--- src/vss_pkg.sv ---
package vss_pkg;

    // Clock and time base
    localparam int CLK_MHZ = 125;

    // Conversion timeline and start generator timing, in microseconds
    localparam int HOLD_ON_US = 15;
    localparam int HOLD_LEN_US = 18;
    localparam int GO_ON_US = 19;
    localparam int GO_LEN_US = 31;
    localparam int DONE_DLY_US = 2;
    localparam int START_PULSE_US = 15;
    localparam int NOISE_FAST_US = 130;
    localparam int NOISE_SLOW_US = 667;

    localparam int TL_W = 13;
    localparam logic [TL_W-1:0] HOLD_ON_CYC = TL_W'(HOLD_ON_US * CLK_MHZ);
    localparam logic [TL_W-1:0] HOLD_OFF_CYC = TL_W'((HOLD_ON_US + HOLD_LEN_US) * CLK_MHZ);
    localparam logic [TL_W-1:0] GO_ON_CYC = TL_W'(GO_ON_US * CLK_MHZ);
    localparam logic [TL_W-1:0] GO_OFF_CYC = TL_W'((GO_ON_US + GO_LEN_US) * CLK_MHZ);
    localparam logic [7:0] DONE_CYC = 8'(DONE_DLY_US * CLK_MHZ);
    localparam logic [31:0] START_PULSE_CYC = 32'(START_PULSE_US * CLK_MHZ);

    // Converter and bucket counter
    localparam int RES_BITS = 12;
    localparam logic [9:0] BUCKET_LAST = 10'h0258;
    localparam logic [3:0] GUESS_BITS = 4'hC;

    // Register map (byte addresses)
    localparam logic [7:0] REG_CTRL = 8'h00;
    localparam logic [7:0] REG_PERIOD = 8'h04;
    localparam logic [7:0] REG_STATUS = 8'h08;
    localparam logic [7:0] REG_RESULT = 8'h0C;

    // Control field positions
    localparam int CTRL_MODE_LO = 0;
    localparam int CTRL_ZERO_SPAN = 2;
    localparam int CTRL_WIDE_SWEEP = 3;
    localparam int CTRL_DIAG_EN = 4;
    localparam int CTRL_DIAG_SEL_LO = 5;
    localparam logic [7:0] CTRL_RESET = 8'h00;
    localparam logic [31:0] PERIOD_RESET = 32'h0001_45AF;

    // Detector modes
    localparam logic [1:0] MODE_SAMPLE = 2'h0;
    localparam logic [1:0] MODE_HIGHEST = 2'h1;
    localparam logic [1:0] MODE_LOWEST = 2'h2;
    localparam logic [1:0] MODE_NOISE = 2'h3;

    // Analog input selection
    localparam logic [2:0] MUX_POS_PEAK = 3'h0;
    localparam logic [2:0] MUX_LOWEST_READING_MODE = 3'h1;
    localparam logic [2:0] MUX_VIDEO = 3'h2;
    localparam logic [2:0] MUX_RAMP = 3'h3;

    typedef enum logic [3:0] {
        SEQ_IDLE = 4'b0001,
        SEQ_TRACK = 4'b0010,
        SEQ_GUESS = 4'b0100,
        SEQ_WRAP = 4'b1000
    } vss_state_t;

endpackage : vss_pkg

--- src/vss_sequencer.sv ---
// The APB slave port and the register offsets were decided locally.
`timescale 1ns/1ns
`default_nettype none

// What this block does
// - A selected conversion request or a bucket start launches a conversion.
// - Track-hold control rises 15 us after the request.
// - Guess go rises 19 us after the request.
// - Track-hold stays high about 18 us, guess go about 31 us.
// - Guess finished goes low 12 conversion clocks after guess go rises.
// - Conversion done goes low 2 us after guess finished goes low.
// - Each bit is trialled in turn from the MSB by driving it low.
// - A trial bit stays low if the DAC is above video, else returns high.
// - All 12 bits are resolved, one per conversion clock.
// - On completion finished goes low and the result is readable on the bus.
// - The host bucket pulse triggers conversions only in zero span.
// - Sample mode issues 15 us starts every bucket period, only during sweep.
// - Noise mode issues starts every 130 us and every 667 us.
// - With noise flagged, noise mode alternates highest and lowest inputs.
// - One of eight analog inputs is selected for the converter.
// - The bucket counter runs only on wide sweeps.
// - On wide sweeps a bucket start is issued when the ramp passes the level of the count.
// - The bucket counter counts 0 to 600, 601 buckets per sweep.
// - On wide sweeps, each peak reset enable increments the bucket counter.
// - The odd bucket flag is the counter LSB.
// - In noise mode, noise is flagged when both peak holds are seen within one bucket.
module vss_sequencer import vss_pkg::*; #(
    parameter int NOISE_FAST_CYC = NOISE_FAST_US * CLK_MHZ,
    parameter int NOISE_SLOW_CYC = NOISE_SLOW_US * CLK_MHZ
) (
    input wire logic clk_sys, // System clock, 125 MHz
    input wire logic rstn, // Asynchronous reset, active low
    input wire logic psel, // APB select
    input wire logic penable, // APB access phase
    input wire logic pwrite, // APB write
    input wire logic [7:0] paddr, // APB byte address
    input wire logic [31:0] pwdata, // APB write data
    output logic [31:0] prdata, // APB read data
    output logic pready, // APB ready
    output logic pslverr, // APB error on unmapped address
    input wire logic conv_clk, // Conversion clock from host
    input wire logic host_bucket_pulse, // Zero-span bucket pulse from host
    input wire logic sweep_active, // High during sweep, low in retrace
    input wire logic ramp_past_level, // Ramp above counter DAC level
    input wire logic peak_reset_enable, // Peak reset enable, one per bucket
    input wire logic pos_holding, // Positive peak holding indication
    input wire logic neg_holding, // Negative peak holding indication
    input wire logic dac_above_video, // Comparator: DAC above sampled video
    output logic conv_request, // Selected start source
    output logic bucket_start, // Bucket start pulse
    output logic track_hold_ctl, // Track-and-hold control
    output logic guess_go, // Successive-guess go
    output logic guess_finished_n, // Guess finished, active low
    output logic conversion_done_n, // Conversion done, active low
    output logic [RES_BITS-1:0] dac_code, // Trial code to the DAC
    output logic [2:0] mux_sel, // Analog input select
    output logic [9:0] ramp_level, // Bucket count to the ramp DAC
    output logic odd_bucket_flag, // Counter LSB
    output logic noise_flag // Noise seen in this bucket
);

    function automatic logic rise(input logic now, input logic prev);
        return now & ~prev;
    endfunction : rise

    vss_state_t state_q;
    logic [7:0] ctrl_q;
    logic [31:0] period_q;
    logic [TL_W-1:0] tl_q;
    logic hold_q, go_q, fin_n_q, done_n_q;
    logic [7:0] fin_age_q;
    logic [3:0] bit_idx_q;
    logic [3:0] tick_cnt_q;
    logic [RES_BITS-1:0] sar_q, result_q;
    logic conv_clk_prev_q, creq_q, creq_prev_q, bstart_q;
    logic host_prev_q, ramp_prev_q, pkr_prev_q;
    logic [9:0] count_q;
    logic seen_pos_q, seen_neg_q, noise_q;
    logic alt_q;
    logic [31:0] gen_cnt_q [2];
    logic [31:0] gen_per [2];
    logic [31:0] rdata_q;
    logic err_q;

    logic [1:0] mode;
    logic zero_span, wide_sweep, diag_en;
    logic conv_tick, start_evt, bucket_end, noise_mode;
    logic [1:0] gen_hit;

    assign mode = ctrl_q[CTRL_MODE_LO +: 2];
    assign zero_span = ctrl_q[CTRL_ZERO_SPAN];
    assign wide_sweep = ctrl_q[CTRL_WIDE_SWEEP];
    assign diag_en = ctrl_q[CTRL_DIAG_EN];
    assign noise_mode = (mode == MODE_NOISE);
    assign conv_tick = rise(conv_clk, conv_clk_prev_q);
    assign start_evt = rise(creq_q, creq_prev_q) | bstart_q;
    assign bucket_end = wide_sweep & rise(peak_reset_enable, pkr_prev_q);

    // APB slave, zero wait states
    assign pready = 1'b1;
    assign prdata = rdata_q;
    assign pslverr = err_q & psel & penable;

    always_ff @(posedge clk_sys or negedge rstn) begin
        if (!rstn) begin
            ctrl_q <= CTRL_RESET;
            period_q <= PERIOD_RESET;
        end else if (psel && penable && pwrite) begin
            if (paddr == REG_CTRL) begin
                ctrl_q <= pwdata[7:0];
            end else if (paddr == REG_PERIOD) begin
                period_q <= pwdata;
            end
        end
    end

    always_ff @(posedge clk_sys or negedge rstn) begin
        if (!rstn) begin
            rdata_q <= 32'h0000_0000;
            err_q <= 1'b0;
        end else if (psel && !penable) begin
            err_q <= 1'b0;
            if (paddr == REG_CTRL) begin
                rdata_q <= {24'h00_0000, ctrl_q};
            end else if (paddr == REG_PERIOD) begin
                rdata_q <= period_q;
            end else if (paddr == REG_STATUS) begin
                rdata_q <= {6'h00, count_q, 12'h000, alt_q, noise_flag, count_q[0], state_q != SEQ_IDLE};
            end else if (paddr == REG_RESULT) begin
                rdata_q <= {20'h0_0000, result_q};
            end else begin
                rdata_q <= 32'h0000_0000;
                err_q <= 1'b1;
            end
        end
    end

    // Edge history of the synchronous inputs
    always_ff @(posedge clk_sys or negedge rstn) begin
        if (!rstn) begin
            conv_clk_prev_q <= 1'b0;
            host_prev_q <= 1'b0;
            ramp_prev_q <= 1'b0;
            pkr_prev_q <= 1'b0;
            creq_prev_q <= 1'b0;
        end else begin
            conv_clk_prev_q <= conv_clk;
            host_prev_q <= host_bucket_pulse;
            ramp_prev_q <= ramp_past_level;
            pkr_prev_q <= peak_reset_enable;
            creq_prev_q <= creq_q;
        end
    end

    // Start pulse generators: slot 0 is the bucket-rate source (the slow noise source in noise mode), slot 1 the fast noise source
    always_comb begin
        gen_per[0] = noise_mode ? 32'(NOISE_SLOW_CYC) : period_q;
        gen_per[1] = 32'(NOISE_FAST_CYC);
    end

    always_ff @(posedge clk_sys or negedge rstn) begin
        if (!rstn) begin
            for (int i = 0; i < 2; i++) begin
                gen_cnt_q[i] <= 32'h0000_0000;
            end
        end else begin
            for (int i = 0; i < 2; i++) begin
                if (!sweep_active || gen_cnt_q[i] + 32'h0000_0001 >= gen_per[i]) begin
                    gen_cnt_q[i] <= 32'h0000_0000;
                end else begin
                    gen_cnt_q[i] <= gen_cnt_q[i] + 32'h0000_0001;
                end
            end
        end
    end

    always_comb begin
        for (int i = 0; i < 2; i++) begin
            gen_hit[i] = sweep_active && gen_cnt_q[i] < START_PULSE_CYC;
        end
    end

    always_ff @(posedge clk_sys or negedge rstn) begin
        if (!rstn) begin
            creq_q <= 1'b0;
            bstart_q <= 1'b0;
        end else begin
            creq_q <= gen_hit[0] | (noise_mode & gen_hit[1]);
            bstart_q <= (zero_span & rise(host_bucket_pulse, host_prev_q))
                | (wide_sweep & rise(ramp_past_level, ramp_prev_q));
        end
    end

    assign conv_request = creq_q;
    assign bucket_start = bstart_q;

    // Sequencing machine with its conversion timeline
    always_ff @(posedge clk_sys or negedge rstn) begin
        if (!rstn) begin
            state_q <= SEQ_IDLE;
            tl_q <= '0;
        end else begin
            case (state_q)
                SEQ_IDLE: begin
                    if (start_evt) begin
                        state_q <= SEQ_TRACK;
                        tl_q <= '0;
                    end
                end
                SEQ_TRACK: begin
                    tl_q <= tl_q + 1'b1;
                    if (tl_q == GO_ON_CYC) begin
                        state_q <= SEQ_GUESS;
                    end
                end
                SEQ_GUESS: begin
                    if (tl_q != GO_OFF_CYC) begin
                        tl_q <= tl_q + 1'b1;
                    end
                    if (conv_tick && bit_idx_q == 4'h0) begin
                        state_q <= SEQ_WRAP;
                    end
                end
                SEQ_WRAP: begin
                    if (tl_q != GO_OFF_CYC) begin
                        tl_q <= tl_q + 1'b1;
                    end else if (!done_n_q) begin
                        state_q <= SEQ_IDLE;
                    end
                end
                default: begin
                    state_q <= SEQ_IDLE;
                end
            endcase
        end
    end

    always_ff @(posedge clk_sys or negedge rstn) begin
        if (!rstn) begin
            hold_q <= 1'b0;
            go_q <= 1'b0;
        end else begin
            hold_q <= state_q != SEQ_IDLE && tl_q >= HOLD_ON_CYC && tl_q < HOLD_OFF_CYC;
            go_q <= state_q != SEQ_IDLE && tl_q >= GO_ON_CYC && tl_q < GO_OFF_CYC;
        end
    end

    assign track_hold_ctl = hold_q;
    assign guess_go = go_q;

    // Successive-guess machine, one decision per conversion clock
    always_ff @(posedge clk_sys or negedge rstn) begin
        if (!rstn) begin
            sar_q <= '1;
            bit_idx_q <= 4'h0;
            tick_cnt_q <= 4'h0;
            result_q <= '0;
        end else if (state_q == SEQ_TRACK && tl_q == GO_ON_CYC) begin
            sar_q <= {1'b0, {(RES_BITS-1){1'b1}}};
            bit_idx_q <= GUESS_BITS - 4'h1;
            tick_cnt_q <= 4'h0;
        end else if (state_q == SEQ_GUESS && conv_tick) begin
            tick_cnt_q <= tick_cnt_q + 4'h1;
            if (bit_idx_q == 4'h0) begin
                result_q <= {sar_q[RES_BITS-1:1], ~dac_above_video};
                sar_q[0] <= ~dac_above_video;
            end else begin
                sar_q[bit_idx_q] <= ~dac_above_video;
                sar_q[bit_idx_q - 4'h1] <= 1'b0;
                bit_idx_q <= bit_idx_q - 4'h1;
            end
        end
    end

    assign dac_code = sar_q;

    always_ff @(posedge clk_sys or negedge rstn) begin
        if (!rstn) begin
            fin_n_q <= 1'b1;
            done_n_q <= 1'b1;
            fin_age_q <= 8'h00;
        end else if (state_q == SEQ_GUESS && conv_tick && bit_idx_q == 4'h0) begin
            fin_n_q <= 1'b0;
            fin_age_q <= 8'h00;
        end else if (state_q == SEQ_WRAP) begin
            if (fin_age_q != 8'hFF) begin
                fin_age_q <= fin_age_q + 8'h01;
            end
            if (fin_age_q == DONE_CYC - 8'h01) begin
                done_n_q <= 1'b0;
            end
        end else if (state_q == SEQ_IDLE) begin
            fin_n_q <= 1'b1;
            done_n_q <= 1'b1;
        end
    end

    assign guess_finished_n = fin_n_q;
    assign conversion_done_n = done_n_q;

    // Bucket counter and noise detection
    always_ff @(posedge clk_sys or negedge rstn) begin
        if (!rstn) begin
            count_q <= 10'h000;
        end else if (bucket_end) begin
            count_q <= (count_q == BUCKET_LAST) ? 10'h000 : count_q + 10'h001;
        end
    end

    assign ramp_level = count_q;
    assign odd_bucket_flag = count_q[0];

    always_ff @(posedge clk_sys or negedge rstn) begin
        if (!rstn) begin
            seen_pos_q <= 1'b0;
            seen_neg_q <= 1'b0;
            noise_q <= 1'b0;
        end else begin
            if (rise(peak_reset_enable, pkr_prev_q)) begin
                seen_pos_q <= pos_holding;
                seen_neg_q <= neg_holding;
            end else begin
                seen_pos_q <= seen_pos_q | pos_holding;
                seen_neg_q <= seen_neg_q | neg_holding;
            end
            noise_q <= (seen_pos_q | pos_holding) & (seen_neg_q | neg_holding);
        end
    end

    assign noise_flag = noise_q & noise_mode;

    // Input selection
    always_ff @(posedge clk_sys or negedge rstn) begin
        if (!rstn) begin
            alt_q <= 1'b0;
        end else if (state_q == SEQ_WRAP && tl_q == GO_OFF_CYC && !done_n_q) begin
            alt_q <= noise_flag ? ~alt_q : 1'b0;
        end
    end

    always_ff @(posedge clk_sys or negedge rstn) begin
        if (!rstn) begin
            mux_sel <= MUX_VIDEO;
        end else if (diag_en) begin
            mux_sel <= ctrl_q[CTRL_DIAG_SEL_LO +: 3];
        end else if (wide_sweep && state_q == SEQ_IDLE) begin
            mux_sel <= MUX_RAMP;
        end else if (mode == MODE_SAMPLE) begin
            mux_sel <= MUX_VIDEO;
        end else if (mode == MODE_HIGHEST) begin
            mux_sel <= MUX_POS_PEAK;
        end else if (mode == MODE_LOWEST) begin
            mux_sel <= MUX_LOWEST_READING_MODE;
        end else begin
            mux_sel <= alt_q ? MUX_LOWEST_READING_MODE : MUX_POS_PEAK;
        end
    end

    a_hold_delay: assert property (@(posedge clk_sys) disable iff (!rstn)
        $rose(track_hold_ctl) |-> tl_q == HOLD_ON_CYC + 1'b1)
        else $error("track hold rose at wrong time");

    a_go_delay: assert property (@(posedge clk_sys) disable iff (!rstn)
        $rose(guess_go) |-> tl_q == GO_ON_CYC + 1'b1 && track_hold_ctl)
        else $error("guess go rose at wrong time");

    a_hold_width: assert property (@(posedge clk_sys) disable iff (!rstn)
        $fell(track_hold_ctl) |-> tl_q == HOLD_OFF_CYC + 1'b1)
        else $error("track hold width wrong");

    a_go_width: assert property (@(posedge clk_sys) disable iff (!rstn)
        $fell(guess_go) |-> tl_q == GO_OFF_CYC)
        else $error("guess go width wrong");

    a_guess_bits: assert property (@(posedge clk_sys) disable iff (!rstn)
        $fell(guess_finished_n) |-> tick_cnt_q == GUESS_BITS && guess_go)
        else $error("finished without twelve guesses");

    a_done_delay: assert property (@(posedge clk_sys) disable iff (!rstn)
        $fell(guess_finished_n) |-> conversion_done_n [*8] ##1 (fin_age_q <= DONE_CYC))
        else $error("done came too early");

    a_done_age: assert property (@(posedge clk_sys) disable iff (!rstn)
        $fell(conversion_done_n) |-> fin_age_q == DONE_CYC && !guess_finished_n)
        else $error("done delay wrong");

    a_busy_ignore: assert property (@(posedge clk_sys) disable iff (!rstn)
        (start_evt && state_q != SEQ_IDLE && state_q != SEQ_WRAP) |=> tl_q != '0)
        else $error("start taken while busy");

    a_bucket_wrap: assert property (@(posedge clk_sys) disable iff (!rstn)
        (bucket_end && count_q == BUCKET_LAST) |=> count_q == 10'h000)
        else $error("bucket counter did not wrap");

    a_bucket_step: assert property (@(posedge clk_sys) disable iff (!rstn)
        (bucket_end && count_q != BUCKET_LAST) |=> count_q == $past(count_q) + 10'h001)
        else $error("bucket counter did not step");

    a_zero_span: assert property (@(posedge clk_sys) disable iff (!rstn)
        (!zero_span && !wide_sweep) |=> !bucket_start)
        else $error("bucket start outside zero span");

    a_retrace_quiet: assert property (@(posedge clk_sys) disable iff (!rstn)
        !sweep_active ##1 !sweep_active |-> !conv_request)
        else $error("start pulse during retrace");

endmodule : vss_sequencer

`default_nettype wire
--- config.mk ---
export PLATFORM = sky130hd
export DESIGN_NAME = vss_sequencer
export DESIGN_NICKNAME = d
export VERILOG_FILES = /design/src/vss_pkg.sv /design/src/vss_sequencer.sv
export SDC_FILE = /design/constraint.sdc
export NUM_CORES = 1
export LEC_CHECK = 0
export ABC_AREA = 1
export BUFFER_PORTS_ARGS = -buffer_cell sky130_fd_sc_hd__buf_4
export CAP_MARGIN = 10
export CORE_ASPECT_RATIO = 0.6
export CORE_MARGIN = 5
export CORE_UTILIZATION = 43
export DETAILED_ROUTE_END_ITERATION = 16
export SETUP_SLACK_MARGIN = 0.3
export SLEW_MARGIN = 10
export SYNTH_ARGS = -nofsm -noshare
export SYNTH_HDL_FRONTEND = slang
export SYNTH_SLANG_ARGS = --single-unit
--- constraint.sdc ---
create_clock -name clk_sys -period 7.5 [get_ports clk_sys]
set_input_delay 1.5 -clock clk_sys [delete_from_list [all_inputs] [get_ports clk_sys]]
set_output_delay 1.5 -clock clk_sys [all_outputs]
set_load 0.01 [all_outputs]
### After elaboration in Yosys (flattened, before gate mapping)

Cells that the tools add are included.

| word-level totals | value |
|---|---|
| memory bits (writable) | 0 |
| register bits | 218 |
| bits in latches | 0 |
| output and inout bits | 67 |
| logic and storage cells | 196 |
| memory bits (read-only) | 0 |
| memories kept | 0 |

| operators by class | value |
|---|---|
| shift-type cells | 0 |
| add/subtract/negate cells | 6 |
| reduce and logical (&&, ||, !) cells | 42 |
| mux-type cells | 50 |
| bitwise operators | 30 |
| eq/ne operators | 26 |
| div/mod/pow operators | 0 |
| $lt $le $gt $ge | 12 |
| multipliers | 0 |

Operators with widths:

| cell | count |
|---|---|
| 32-bit 2-to-1 mux | 5 |
| 32-bit by 1-bit adder with 32-bit output (second input constant) | 2 |
| 32-bit by 11-bit < comparator with 1-bit output (second input constant) | 2 |
| 13-bit case mux with 3 select lines | 1 |
| 12-bit 2-to-1 mux | 3 |
| 32-bit by 14-bit >= comparator with 1-bit output (second input constant) | 1 |
| 32-bit >= comparator | 1 |
| 4-bit 2-to-1 mux | 8 |
| 13-bit < comparator (second input constant) | 2 |
| 13-bit 2-to-1 mux | 2 |
| 26-bit 2-to-1 mux | 1 |
| 8-bit 2-to-1 mux | 3 |
| 1-bit logical AND | 18 |
| 1-bit 2-to-1 mux | 18 |
| 8-bit by 4-bit equality test with 1-bit output (second input constant) | 2 |
| 4-bit case mux with 4 select lines | 1 |
| 13-bit by 1-bit adder with 13-bit output (second input constant) | 1 |
| 1-bit bitwise AND | 13 |
| 13-bit by 12-bit equality test with 1-bit output (second input constant) | 1 |
| 13-bit equality test (second input constant) | 1 |
| 13-bit by 11-bit >= comparator with 1-bit output (second input constant) | 1 |
| 13-bit by 12-bit >= comparator with 1-bit output (second input constant) | 1 |
| 13-bit inequality test (second input constant) | 1 |
| 12-bit bitwise AND | 1 |
| other kinds (38) | 76 |

### Longest topological paths before layout

| depth | value |
|---|---|
| word-level depth | 10 |
| depth in mapped cells | 21 |

### Least setup slack after synthesis

Ideal clock, no wire load.

| timing | value |
|---|---|
| kind | input-to-output |
| start point | in penable |
| end point | out pslverr |
| data arrival time | 1,711 ps |
| stages on the path | 2 |
| setup slack | 4,289 ps |
| buffers on the path | 0 |
| path through | nand2_1 nor2_1 |

| on the way | value |
|---|---|
| cells in the longest elaborated chain, start to end | 1 |

RTL lines:

| element | RTL line | text |
|---|---|---|
| from (decl) | vss_sequencer.sv:34 | `input wire logic penable,` |
| 1-bit bitwise AND | vss_sequencer.sv:102 | `assign pslverr = err_q & psel & penable;` |
| to (decl) | vss_sequencer.sv:40 | `output logic pslverr,` |

No other way between the ends.

### Final worst setup path

| timing | value |
|---|---|
| start point | reg gen_cnt_q[32] (netlist bit) |
| end point | reg gen_cnt_q[44] (netlist bit) |

| on the way | value |
|---|---|
| cells in the longest elaborated chain, start to end | 4 |

RTL lines:

| element | RTL line | text |
|---|---|---|
| from (decl) | vss_sequencer.sv:80 | `logic [31:0] gen_cnt_q [2];` |
| from (signal, indexed assignment) | vss_sequencer.sv:171 | `gen_cnt_q[i] <= gen_cnt_q[i] + 32'h0000_0001;` |
| 32-bit by 1-bit adder with 32-bit output * | vss_sequencer.sv:168, vss_sequencer.sv:171 |  |
| 32-bit >= comparator | vss_sequencer.sv:168 | `if (!sweep_active \|\| gen_cnt_q[i] + 32'h0000_0001 >= gen_per[i]) begin` |
| 1-bit logical OR | vss_sequencer.sv:168 |  |
| 32-bit 2-to-1 mux * | vss_sequencer.sv:168 |  |

Every way passes the cells marked *; elsewhere a longest branch is shown, timed or not.
A chain may end at the register's enable or synchronous reset.

==> flow_metrics.tcl <==
set metrics [dict create \
    max_freq_mhz 264 \
    pwr-share-clk_pct 40.6 \
    postCtsSetupBuffers 0 \
    grt_use_total_pct 22.1 \
    p_total_uw 2750 \
    final_max_slew_viol_count 0 \
    synthTopCellsByCount "nand2_1, inv_1, nor2_1" \
    clock-sinks 218 \
    areaGrowthSynthToFinish_pct 16.8 \
    crit_chain "ha_1 > nand2_1 > nor2_1 > nand3_1 > inv_1 > nand2_1 > nor2_1 > nand4_1 > nor2_1 > xor2_1 > inv_1 > ha_1 > nand4_1 > nor3_1 > and3_1 > nand3_1 > nand4_1 > buf_4 > nor2_1" \
    min_period_ns 3.79 \
    synth_xor_area_share_pct 3.05 \
    cap_violations 0 \
    dp_hpwl_um 27000 \
    numPortBuffers 118 \
    cts_resized 0 \
    crit_start "gen_cnt_q[32]$_DFF_PN0_" \
    final_nets 1806 \
    r2r_cells 19 \
    hold_viol_final 0 \
    outcome "complete, no violations" \
    p_sw_uw 787 \
    fillCellCount 2692 \
    die_x_um 226 \
    ant_nets 0 \
    ys_seq_area_share_pct 45.6 \
    swShare_pct 28.7 \
    syn_inst 1576 \
    clock_path_buffers 3 \
    async_flop_share_pct 100 \
    cts_buffers 23 \
    cpMostUsedCell "nor2_1" \
    p_seq_share_pct 46.4 \
    r2r_end "gen_cnt_q[44]$_DFF_PN0_" \
    yosysUniqueCellTypes 45 \
    final_util_pct 51.0 \
    synthAdderAreaFrac_pct 4.99 \
    critical_path.max_stage_delay_ns 0.42 \
    antenna_cells 0 \
    synth_compound_area_share_pct 10.3 \
    vias_per_cell 5.17 \
    drtIter0Drc 1170 \
    htreeDepth 1 \
    clk_pin_slew_worst_paths_ns 0.06 \
    hold_slack_ns 0.441 \
    synth_top_flop_cell "dfrtp_1" \
    dieArea_um2 31600 \
    drt_first_pass_iters 5 \
    synth_top_area_share_pct 39.9 \
    p_int_uw 1960 \
    min_period_over_period_pct 50.5 \
    synth_mux_area_share_pct 0.0935 \
    drc 0 \
    cts_tree "done" \
    routabilityCongestion 0.960 \
    p_per_area_nw_per_um2 195 \
    r2r-start "gen_cnt_q[32]$_DFF_PN0_" \
    path_class "reg2reg" \
    clock_skew_ns 0.0131 \
    hp-class "reg2reg" \
    tightest_slew_ns 1.08 \
    ys_ff_latch 218 \
    yosys.area_share.simple_pct 27.0 \
    avgSynthCellArea_um2 7.64 \
    max-slew-margin-rel_pct 27.9 \
    ir_drop_uv 170 \
    grt_max_degree 120 \
    root_buffer "clkbuf_16" \
    comb_power_share_pct 13.1 \
    synth_area_um2 12000 \
    chipHeight_um 140 \
    vias 10800 \
    cp.required_ns 7.90 \
    setup_tns_ns 0 \
    postRouteWirelength_um 35300 \
    grt_overflow_total 0 \
    grt_pass1_wl_um 56000 \
    grt_pass1_vias 10100 \
    ys_warn_count 0 \
    critPathSlowestCell "dfrtp_1" \
    start_util_pct 43.7 \
    yosys-top-cells-area "dfrtp_1, nand2_1, inv_1, nor2_1, dfstp_2" \
    wire_per_inst_um 16.9 \
    rrSetupSlack_ns 3.71 \
    crit_arrival_ns 4.18 \
    row_count 47 \
    core_um2 27600 \
    rsz0062_at_grt "false" \
    cts_hold_buf 0 \
    synthMostInstantiatedCell "nand2_1" \
    drive_above_1_share_pct 12.1 \
    ios 120 \
    synth_top_area_cell "dfrtp_1" \
    p_leak_uw 0.00719 \
    worstSetupEndpointType "register" \
    crit_end "gen_cnt_q[44]$_DFF_PN0_" \
    antenna_found_initial 0 \
    clk-insertion-delay-late_ns 0.54 \
    crit_fanout 32 \
    cp-start-kind "register" \
    synth_top_family_by_area "simple AND/OR/NAND/NOR gates" \
    setup_viol_count_final 0 \
    synth-edff-count 0 \
]
registers in the layout (all words and copies together), names as in the netlist, 3 cells and up:
name,cells
result_q,12
period_q,32
ramp_level,10
mux_sel,3
ctrl_q,8
prdata,32
tl_q,13
dac_code,12
bit_idx_q,4
gen_cnt_q,64
fin_age_q,8
state_q,4
how the worst min path moves through the flow:
stage                           startpoint                      to  slack (ns)  cells past startpoint
finish               ramp_prev_q$_DFF_PN0_  bucket_start$_DFF_PN0_        0.44                      1
global route        conv_request$_DFF_PN0_   creq_prev_q$_DFF_PN0_        0.46                      0
CTS                  ramp_prev_q$_DFF_PN0_  bucket_start$_DFF_PN0_        0.45                      1
detailed placement  conv_request$_DFF_PN0_   creq_prev_q$_DFF_PN0_        0.42                      0
global placement     ramp_prev_q$_DFF_PN0_  bucket_start$_DFF_PN0_        0.42                      1
floorplan            ramp_prev_q$_DFF_PN0_  bucket_start$_DFF_PN0_        0.41                      1
metrics by stage:
stage / std cells / area, µm² / setup slack (ns)
floorplan: 1593 / 12100 / 4.29
global placement: 2047 / 13300 / 3.88
detailed placement: 2047 / 13300 / 3.78
CTS: 2088 / 14100 / 3.76
global route: 2088 / 14100 / 3.36
finish: 2088 / 14100 / 3.71
per-layer routing:
layer / up-vias / GRT usage (%) / part of all wire, %
li1: 5295 / - / -
met1: 5115 / 37.9 / 53
met2: 345 / 28.2 / 38
met3: 40 / 4.61 / 8.0
met4: 0 / 3.76 / 1.5
met5: - / 0 / 0
cells in the final DEF, fill, tap and decap left out, types with 4 or more instances in the layout:
master	count
xnor2_1	4
inv_1	244
a31oi_1	4
nor2_4	5
xor2_1	38
dfstp_2	26
buf_4	121
nand4_1	33
o21ai_0	104
a21oi_1	74
dfrtp_1	192
a22oi_1	4
nand2_1	356
clkinv_2	8
or2_2	5
o22ai_1	6
nand3_1	81
clkbuf_8	5
conb_1	19
ha_1	48
nor2_2	4
nor3_1	40
nor2_1	200
nand3b_1	4
clkbuf_16	23
nor3b_1	4
o211ai_1	15
nor4_1	17
logic make-up (layout without fill, tap and decap cells):
logic type / Yosys count / in the layout
compound gates: 225 / 225
xor+xnor: 42 / 42
fa+ha+maj: 48 / 48
buf+inv: 282 / 410
flops: 218 / 218
mux: 1 / 1
other cells: 2 / 19
simple gates: 758 / 758
critical path, delay by kind of cell (launching register included):
| kind | cells | cell delay, ns |
|---|---|---|
| XOR/XNOR | 1 | 0.34 |
| adder cells (fa/ha/maj) | 2 | 0.49 |
| buffers and inverters | 3 | 0.53 |
| flip-flops | 1 | 0.42 |
| AND/OR/NAND/NOR | 13 | 1.87 |
layout make-up:
cell class / instances / area (µm²) / share of cell area (%)
clock buffer: 31 / 656 / 4.66
clock inverter: 10 / 71.3 / 0.507
sequential: 218 / 5490 / 39.0
inverter: 247 / 927 / 6.59
tap: 367 / 459 / 3.26
multi-input combinational: 1093 / 5550 / 39.4
timing repair buffer: 122 / 923 / 6.56
power groups by stage:
stage	Clock, µW	Combinational, µW	Sequential, µW
5_1_grt	1190	403	1280
6_report	1110	359	1270
2_1_floorplan	0	203	1280
4_1_cts	1150	358	1270
3_3_place_gp	0	351	1290
3_5_place_dp	0	356	1290
Power figures use the tool's default switching activity.
